## config.mk

```make
export PLATFORM = sky130hd
export DESIGN_NAME = nipc_ctrl
export DESIGN_NICKNAME = d
export VERILOG_FILES = /design/src/hw/nipc_pkg.sv /design/src/hw/nipc_ctrl.sv
export VERILOG_INCLUDE_DIRS = /design/src /design/src/hw
export SDC_FILE = /design/constraint.sdc
export NUM_CORES = 1
export LEC_CHECK = 0
export ABC_AREA = 1
export BUFFER_PORTS_ARGS = -buffer_cell sky130_fd_sc_hd__buf_2
export CAP_MARGIN = 20
export CORE_UTILIZATION = 40
export DETAILED_ROUTE_END_ITERATION = 10
export SKIP_CTS_REPAIR_TIMING = 1
export SYNTH_ARGS = -nofsm -noshare
export SYNTH_HDL_FRONTEND = slang
export SYNTH_SLANG_ARGS = --single-unit
```

## constraint.sdc

```tcl
create_clock -name pclk -period 2.66 [get_ports pclk]
set_input_delay 0.532 -clock pclk [delete_from_list [all_inputs] [get_ports pclk]]
set_output_delay 0.532 -clock pclk [all_outputs]
set_load 0.01 [all_outputs]
```

## src/hw/nipc_defines.svh

```systemverilog
// Purpose: Named constants for the nested interrupt priority controller.
// Assumes: APB register map with one 32-bit word per register.
// Notes:   Offsets are byte addresses; reset values follow the hardware.
`ifndef NIPC_DEFINES_SVH
`define NIPC_DEFINES_SVH

// Number of maskable sources, lowest index has highest default priority.
`define NIPC_NSRC       8
// Register byte offsets.
`define NIPC_OFF_REQ    12'h000
`define NIPC_OFF_MASK   12'h004
`define NIPC_OFF_PRIO   12'h008
`define NIPC_OFF_PSW    12'h00c
`define NIPC_OFF_STAT   12'h010
`define NIPC_OFF_IRQ    12'h014
`define NIPC_OFF_IMASK  12'h018
// Reset values.
`define NIPC_MASK_RST   8'hff
`define NIPC_PRIO_RST   8'hff
// Program status word bit positions.
`define NIPC_PSW_IE     7
`define NIPC_PSW_ISP    1
`define NIPC_PSW_RST    8'h02
// Interrupt status bits.
`define NIPC_EV_MACK    0
`define NIPC_EV_NACK    1
`define NIPC_EV_BRK     2
`define NIPC_NEV        3

`endif

```

## src/hw/nipc_pkg.sv

```systemverilog
// Purpose: Types shared by the nested interrupt priority controller.
// Assumes: Included constants header is on the include path.
// Notes:   Instruction classes come from the CPU sequencer each step.
`include "nipc_defines.svh"

package nipc_pkg;

  // Class of the instruction that completes in a sequencer step.
  typedef enum logic [2:0] {
    NIPC_I_PLAIN  = 3'b000,  // Ordinary instruction.
    NIPC_I_PSW    = 3'b001,  // Touches the status word or control regs.
    NIPC_I_EI     = 3'b010,  // Enable interrupts.
    NIPC_I_DI     = 3'b011,  // Disable interrupts.
    NIPC_I_RETURN_FROM_INTERRUPT_INSTR   = 3'b100,  // Return from interrupt.
    NIPC_I_RETURN_FROM_BREAK_INSTR   = 3'b101,  // Return from break.
    NIPC_I_BRK    = 3'b110   // Software break.
  } nipc_instr_t;

  // Instruction completion report from the sequencer.
  typedef struct packed {
    logic        done;       // One-cycle pulse: an instruction completed.
    nipc_instr_t kind;       // Its class.
    logic        rest_isp;   // Status word IN_SERVICE_PRIORITY_FLAG restored by a return.
    logic        rest_ie;    // Status word IE restored by a return.
  } nipc_step_t;

  // Acknowledge report to the sequencer.
  typedef struct packed {
    logic       valid;       // One-cycle pulse: take this interrupt.
    logic       nmi;         // The taken request is non-maskable.
    logic [2:0] src;         // Index of the maskable source.
  } nipc_ack_t;

  // Kind of handler currently running.
  typedef enum logic [1:0] {
    NIPC_H_NONE = 2'b00,
    NIPC_H_MASK = 2'b01,
    NIPC_H_NMI  = 2'b10,
    NIPC_H_SW   = 2'b11
  } nipc_hnd_t;

endpackage

```

## src/hw/nipc_ctrl.sv

```systemverilog
// Purpose: Acknowledge control for nested maskable, non-maskable and
//          software interrupts, with an APB register file.
// Assumes: The sequencer reports each completed instruction with a pulse
//          and takes an acknowledge only between instructions.
// Notes:   Acknowledge is offered only in the cycle after an instruction ends.
//
// Chosen here: the APB register port and the address map.
`timescale 1ns/100ps

// Function
// Nesting maskable needs ack enable set
// Every acknowledge clears ack enable
// Enable instruction sets ack enable
// Nesting uses programmable priority levels
// Equal or higher priority may nest
// Refused requests stay pending, served later
// No maskable nesting inside non-maskable handler
// High-priority handler admits only high requests
// Low or software handler admits all
// Priority flag zero means higher
// Status word instructions defer acknowledge
// Control register writes defer acknowledge
// Break does not defer, clears enable; the code blocks both acknowledges at a break's end
// Non-maskable still taken during break
// Priority flag never touches request flags
// Pick higher priority, then default order
// Copy source priority into in-service flag
// Hold-off lasts exactly one instruction
module nipc_ctrl
  import nipc_pkg::*;
(
  input  wire logic        pclk,        // CPU clock.
  input  wire logic        presetn,     // Asynchronous reset, active low.
  input  wire logic        psel,        // APB select.
  input  wire logic        penable,     // APB access phase.
  input  wire logic        pwrite,      // APB write.
  input  wire logic [11:0] paddr,       // APB byte address.
  input  wire logic [31:0] pwdata,      // APB write data.
  output logic      [31:0] prdata,      // APB read data.
  output logic             pready,      // APB ready.
  output logic             pslverr,     // APB error on unmapped address.
  input  wire logic [7:0]  src_event,   // Request pulses from sources.
  input  wire logic        nmi_event,   // Non-maskable request pulse.
  input  wire nipc_step_t  step,        // Instruction completion report.
  output nipc_ack_t        ack,         // Acknowledge to the sequencer.
  output logic             irq          // Level interrupt output.
);

  // Source request, mask and priority flags.
  logic [7:0] req_reg, req_next;
  logic [7:0] mask_reg;
  logic [7:0] prio_reg;
  // Status word flag bits.
  logic       ie_reg, ie_next;
  logic       isp_reg, isp_next;
  // Pending non-maskable request, one deep.
  logic       nmi_pend_reg, nmi_pend_next;
  // Kind of handler running.
  nipc_hnd_t  hnd_reg, hnd_next;
  // Acknowledge hold-off for one instruction.
  logic       hold_reg, hold_next;
  // Sticky interrupt status and mask.
  logic [2:0] stat_reg, stat_next;
  logic [2:0] imask_reg;
  // Registered bus and ack outputs.
  logic [31:0] prdata_next;
  logic        pslverr_next;
  nipc_ack_t   ack_next;
  // Event sources synchronised from pins.
  logic [7:0]  src_s1_reg, src_s2_reg;
  logic        nmi_s1_reg, nmi_s2_reg;

  // Bus strobes and address hits. A write lands, and a read clears the
  // sticky status, only at the edge where the master sees pready high.
  wire acc    = psel & penable;
  wire wr     = acc & pready & pwrite;
  wire rd     = acc & pready & ~pwrite;
  wire h_req  = (paddr == `NIPC_OFF_REQ);
  wire h_mask = (paddr == `NIPC_OFF_MASK);
  wire h_prio = (paddr == `NIPC_OFF_PRIO);
  wire h_psw  = (paddr == `NIPC_OFF_PSW);
  wire h_stat = (paddr == `NIPC_OFF_STAT);
  wire h_irq  = (paddr == `NIPC_OFF_IRQ);
  wire h_imsk = (paddr == `NIPC_OFF_IMASK);
  wire mapped = h_req | h_mask | h_prio | h_psw | h_stat | h_irq | h_imsk;

  // Highest-priority candidate among a set of flags, lowest index first.
  function automatic logic [3:0] pick(input logic [7:0] v);
    logic [3:0] r;
    r = 4'h0;
    for (int i = `NIPC_NSRC - 1; i >= 0; i--) begin
      if (v[i]) begin
        r = {1'b1, 3'(i)};
      end
    end
    return r;
  endfunction

  // Acknowledgeable sources: set and unmasked.
  wire [7:0] cand     = req_reg & ~mask_reg;
  // Higher-level (flag zero) candidates.
  wire [7:0] cand_hi  = cand & ~prio_reg;
  wire [3:0] pk_hi    = pick(cand_hi);
  wire [3:0] pk_all   = pick(cand);
  // Prefer the higher programmable level, then default order.
  wire [3:0] pk       = pk_hi[3] ? pk_hi : pk_all;
  wire       pk_lo    = prio_reg[pk[2:0]];
  // Admission by programmable level against the in-service flag.
  // A running high handler (isp 0) admits only high requests.
  wire       lvl_ok   = ~pk_lo | isp_reg;
  // Maskable admission: enable set, level fits, not inside NMI.
  wire       m_ok     = pk[3] & ie_reg & lvl_ok
                        & (hnd_reg != NIPC_H_NMI);
  // Non-maskable admission: not while its own handler runs.
  wire       n_ok     = nmi_pend_reg & (hnd_reg != NIPC_H_NMI);
  // A deferring instruction blocks acknowledge at its own end, so the
  // request waits for the next instruction; break is not one, but both
  // acknowledges also skip its end. The hold flag covers bus writes.
  wire       slot     = step.done & ~hold_reg & ~defer;
  wire       take_n   = slot & n_ok & (step.kind != NIPC_I_BRK);
  wire       take_m   = slot & m_ok & ~n_ok & (step.kind != NIPC_I_BRK);
  // Instructions that defer acknowledge by one instruction.
  wire       defer    = (step.kind == NIPC_I_PSW)
                      | (step.kind == NIPC_I_EI)
                      | (step.kind == NIPC_I_DI)
                      | (step.kind == NIPC_I_RETURN_FROM_INTERRUPT_INSTR)
                      | (step.kind == NIPC_I_RETURN_FROM_BREAK_INSTR);
  // Bus writes to control registers also defer.
  wire       reg_wr   = wr & (h_req | h_mask | h_prio | h_psw);
  // Per-source request bit pulses.
  wire [7:0] src_rise = src_s2_reg;

  // Request flags: events set, acknowledge and software clear.
  always_comb begin
    req_next = req_reg;
    if (wr & h_req) begin
      req_next = pwdata[7:0];
    end
    if (take_m) begin
      req_next[pk[2:0]] = 1'b0;
    end
    // Set wins over clear; priority flags play no part here.
    req_next = req_next | src_rise;
  end

  // Status word, handler tracking and hold-off.
  always_comb begin
    ie_next   = ie_reg;
    isp_next  = isp_reg;
    hnd_next  = hnd_reg;
    hold_next = hold_reg;
    nmi_pend_next = nmi_pend_reg | nmi_s2_reg;
    if (step.done) begin
      // Hold covers the instruction that wrote, then clears.
      hold_next = 1'b0;
      case (step.kind)
        NIPC_I_EI: begin
          ie_next = 1'b1;
        end
        NIPC_I_DI: begin
          ie_next = 1'b0;
        end
        NIPC_I_RETURN_FROM_INTERRUPT_INSTR, NIPC_I_RETURN_FROM_BREAK_INSTR: begin
          // Return restores flags; pending requests wait one more
          // instruction because a return defers acknowledge.
          ie_next  = step.rest_ie;
          isp_next = step.rest_isp;
          hnd_next = NIPC_H_NONE;
        end
        NIPC_I_BRK: begin
          ie_next  = 1'b0;
          hnd_next = NIPC_H_SW;
        end
        default: begin
        end
      endcase
    end
    if (wr & h_psw) begin
      ie_next  = pwdata[`NIPC_PSW_IE];
      isp_next = pwdata[`NIPC_PSW_ISP];
    end
    if (reg_wr) begin
      hold_next = 1'b1;
    end
    if (take_n) begin
      ie_next  = 1'b0;
      isp_next = 1'b0;
      hnd_next = NIPC_H_NMI;
      nmi_pend_next = nmi_s2_reg;
    end else if (take_m) begin
      ie_next  = 1'b0;
      isp_next = pk_lo;
      hnd_next = NIPC_H_MASK;
    end
  end

  // Sticky status: events set, a read clears, set wins.
  always_comb begin
    stat_next = stat_reg;
    if (rd & h_stat) begin
      stat_next = 3'b000;
    end
    stat_next[`NIPC_EV_MACK] = stat_next[`NIPC_EV_MACK] | take_m;
    stat_next[`NIPC_EV_NACK] = stat_next[`NIPC_EV_NACK] | take_n;
    stat_next[`NIPC_EV_BRK]  = stat_next[`NIPC_EV_BRK]
                             | (step.done & (step.kind == NIPC_I_BRK));
  end

  // Read data selection as an if chain.
  always_comb begin
    prdata_next = 32'h0000_0000;
    if (h_req) begin
      prdata_next[7:0] = req_reg;
    end else if (h_mask) begin
      prdata_next[7:0] = mask_reg;
    end else if (h_prio) begin
      prdata_next[7:0] = prio_reg;
    end else if (h_psw) begin
      prdata_next[`NIPC_PSW_IE]  = ie_reg;
      prdata_next[`NIPC_PSW_ISP] = isp_reg;
    end else if (h_stat) begin
      prdata_next[2:0] = stat_reg;
    end else if (h_irq) begin
      prdata_next[2:0] = imask_reg;
    end else if (h_imsk) begin
      prdata_next[2:0] = imask_reg;
    end
  end

  assign pslverr_next = acc & ~pready & ~mapped;
  assign ack_next = '{valid: take_n | take_m, nmi: take_n, src: pk[2:0]};

  // Pin synchronisers for request pulses.
  always_ff @(posedge pclk or negedge presetn) begin
    if (!presetn) begin
      src_s1_reg <= 8'h00;
      src_s2_reg <= 8'h00;
      nmi_s1_reg <= 1'b0;
      nmi_s2_reg <= 1'b0;
    end else begin
      src_s1_reg <= src_event;
      src_s2_reg <= src_s1_reg;
      nmi_s1_reg <= nmi_event;
      nmi_s2_reg <= nmi_s1_reg;
    end
  end

  // Control state.
  always_ff @(posedge pclk or negedge presetn) begin
    if (!presetn) begin
      req_reg      <= 8'h00;
      ie_reg       <= 1'b0;
      isp_reg      <= 1'b1;
      hnd_reg      <= NIPC_H_NONE;
      hold_reg     <= 1'b0;
      nmi_pend_reg <= 1'b0;
      stat_reg     <= 3'b000;
    end else begin
      req_reg      <= req_next;
      ie_reg       <= ie_next;
      isp_reg      <= isp_next;
      hnd_reg      <= hnd_next;
      hold_reg     <= hold_next;
      nmi_pend_reg <= nmi_pend_next;
      stat_reg     <= stat_next;
    end
  end

  // Software-written mask and priority registers.
  always_ff @(posedge pclk or negedge presetn) begin
    if (!presetn) begin
      mask_reg  <= `NIPC_MASK_RST;
      prio_reg  <= `NIPC_PRIO_RST;
      imask_reg <= 3'b000;
    end else begin
      if (wr & h_mask) begin
        mask_reg <= pwdata[7:0];
      end
      if (wr & h_prio) begin
        prio_reg <= pwdata[7:0];
      end
      if (wr & (h_imsk | h_irq)) begin
        imask_reg <= pwdata[2:0];
      end
    end
  end

  // Registered outputs: one wait state per APB access.
  always_ff @(posedge pclk or negedge presetn) begin
    if (!presetn) begin
      pready  <= 1'b0;
      prdata  <= 32'h0000_0000;
      pslverr <= 1'b0;
      ack     <= '0;
      irq     <= 1'b0;
    end else begin
      pready  <= acc & ~pready;
      prdata  <= prdata_next;
      pslverr <= pslverr_next;
      ack     <= ack_next;
      irq     <= |(stat_next & imask_reg);
    end
  end

endmodule

```

==> results.yml <==
run_status:
  status: "complete, no violations"
cells_and_area:
  antennaDiodeCount: 0
  syn2layout_area_growth_pct: 14.67
  fill_cells: 894
  multi_input_area_um2: 1426
  fin_nets: 568
  drive_gt1_share_pct: 23.77
  final_common_cell: "nand2_1"
  final_core_util_pct: 47.32
  final_cell_mix: "98 x nand2_1, 69 x inv_1, 55 x buf_2, 53 x dfrtp_1, 37 x o21ai_0"
  register_area_um2: 1773
global_route:
  grt-busiest-layer: "met2"
  grt-ovfl-total: 0
  met1_usage_pct: 22.95
  grt_pass1_vias: 2950
  antenna_found_initial: 0
  grt_util_met2_pct: 32.02
  use_met3_pct: 3.974
  grt_usage_pct: 18.81
  grt_pass1_wl_um: 13910
  grt_max_degree: 29
drt:
  vias_per_cell: 4.794
  routedWlPerCell_um: 13.35
  firstDrtPassIters: 4
  drcViolationCount: 0
  vias: 2958
  dr.first_iter.drc_count: 95
  wirelength_um: 8234
  ant_nets: 0
die:
  floorplan.initialDensity_pct: 41.26
  die-area_um2: 9379
  rows: 34
  core_um2: 8721
  die_h_um: 96.85
  die_w_um: 96.85
  boundaryPins: 104
min_path:
  hold_path.class: "in2async"
yosys:
  avgSynthCellArea_um2: 8.178
  netlist_instances: 440
  synth.area.top_cells: "dfrtp_1 37%, dfstp_2 12%, nand2_1 10%"
  yosysWarnings: 0
  seq_area_frac_synth_pct: 49.27
  synth_top_area_cell: "dfrtp_1"
  synth_seq_cells: 70
  syn_area_um2: 3598
  synth_top_family_by_area: "simple AND/OR/NAND/NOR gates"
  synth-xor-area-share_pct: 0
  yosysTopAreaCellShare_pct: 36.86
  synthAdderAreaFrac_pct: 0
  synthSimpleGateAreaFrac_pct: 23.61
  synthMuxAreaShare_pct: 0
  synth_compound_area_share_pct: 13.53
  synthDistinctLibCells: 40
worst_setup_path:
  critPathCaptureType: "flip-flop"
  cp-start-kind: "flip-flop"
  worstPathArrival_ps: 2710
  startpoint: "mask_reg[1]"
  critPathKind: "reg2reg"
  r2r-start: "mask_reg[1]"
  required_ps: 2960
  worstPathMaxFanout: 14
sta:
  finalClockSkew_ps: 14.55
  slew_viol_final: 0
  fmax_mhz: 415.8
  max_slew.worst_pin.slew_ps: 537.2
  rsz0062_at_grt: "yes"
  fin_crit_sh_pct: 90.41
  hold_viol_final: 0
  fin_crit_ps: 2405
  slew_headroom_pct: 64.10
  setup_viol: 0
cts:
  cts_buffer_depth: 2
  cts_tree: "done"
  cts.htree.levels: 3
  clock-sinks: 70
  clk_latency_ps: 350
  cts.clk_slew.worst_paths_ps: 80
  cts_root_buf: "clkbuf_8"
  cts_buffers: 9
placed_design:
  portBuffers: 55
  hpwl_um: 6321
  gp_congestion: 0.8831
pwr:
  ir_drop_v: 0.0005008
  p_leak_uw: 0.002101
  power.total_uw: 2167
  p_per_area_nw_per_um2: 525.3
job:
  drv_cap: 0
==> layout make-up <==
type	instances	area share [%]
clock buffers	11	3.669
repair buffers	59	7.398
inverters	74	6.731
multi-input cells	290	34.57
well taps	108	3.275
flip-flops and latches	70	42.97
clock inverters	5	1.395
==> per-stage QoR <==
step | instance area, µm² | setup TNS, ps | hold slack (ps) | cells | setup slack [ps]
final | 4126 | 0 | 95.01 | 617 | 255.2
after global routing | 4126 | -18.49 | 103.5 | 617 | -18.49
after CTS | 4126 | 0 | 90.05 | 617 | 249.2
after detailed placement | 3918 | 0 | 334.7 | 601 | 231.6
after global placement | 3918 | 0 | 332.4 | 601 | 275.3
after floorplan | 3685 | 0 | 236.4 | 463 | 587.8
==> layer usage <==
layer | up-vias | part of all wire [%]
li1 | 1485 | -
met1 | 1383 | 45
met2 | 71 | 48
met3 | 19 | 3.4
met4 | 0 | 3.0
met5 | - | 0
==> report_power, final <==
part           total (µW)  internal (µW)  switching, µW
combinational         159           53.4            106
sequential           1110           1100           13.9
clock                 894            482            412
total                2170           1640            531
==> logic make-up after synthesis <==
logic type	Yosys count
AND/OR/NAND/NOR	186
flip-flops	70
AO/OA/AOI/OAI	80
other	1
buffers and inverters	103
==> cells in the mapped netlist, drive strengths merged <==
| master | instances |
|---|---|
| nand3 | 21 |
| o21bai | 10 |
| nor4 | 1 |
| dfrtp | 53 |
| inv | 74 |
| o211ai | 1 |
| o21a | 1 |
| and3 | 1 |
| a21o | 1 |
| buf | 26 |
| and2 | 1 |
| nor2 | 42 |
| nor3 | 3 |
| clkbuf | 3 |
| o221ai | 5 |
| a21oi | 9 |
| o21ai | 45 |
| o22ai | 2 |
| dfstp | 17 |
| conb | 1 |
| a31oi | 2 |
| o32ai | 1 |
| nand4 | 11 |
| a211oi | 2 |
| a221oi | 1 |
| nand2 | 106 |
==> worst paths after layout <==
kind | to | slack, ps | cells after the start
max | isp_reg | 260 | 16
min | pslverr | 100 | 1
max reg2reg | isp_reg | 260 | 16
min reg2reg | nmi_s2_reg | 340 | 0
max in group asynchronous | prio_reg[5] | 1830 | 2
min in group pclk | src_s1_reg[0] | 280 | 1
==> worst max-delay path, cell delays in order (launching register included) <==
cell     delay, ps
dfstp_2        530
inv_1           70
nand3_1        150
nand2_1         80
a31oi_2        270
nand2_2        130
nor2_2         190
nand3_1        100
nand2_1        140
nor2_4          60
nand3_4         90
nand3_4        190
nand3_1        120
nand2_1         90
inv_1           60
nand2_1         40
nand2_1         50
Power figures use the tool's default switching activity.
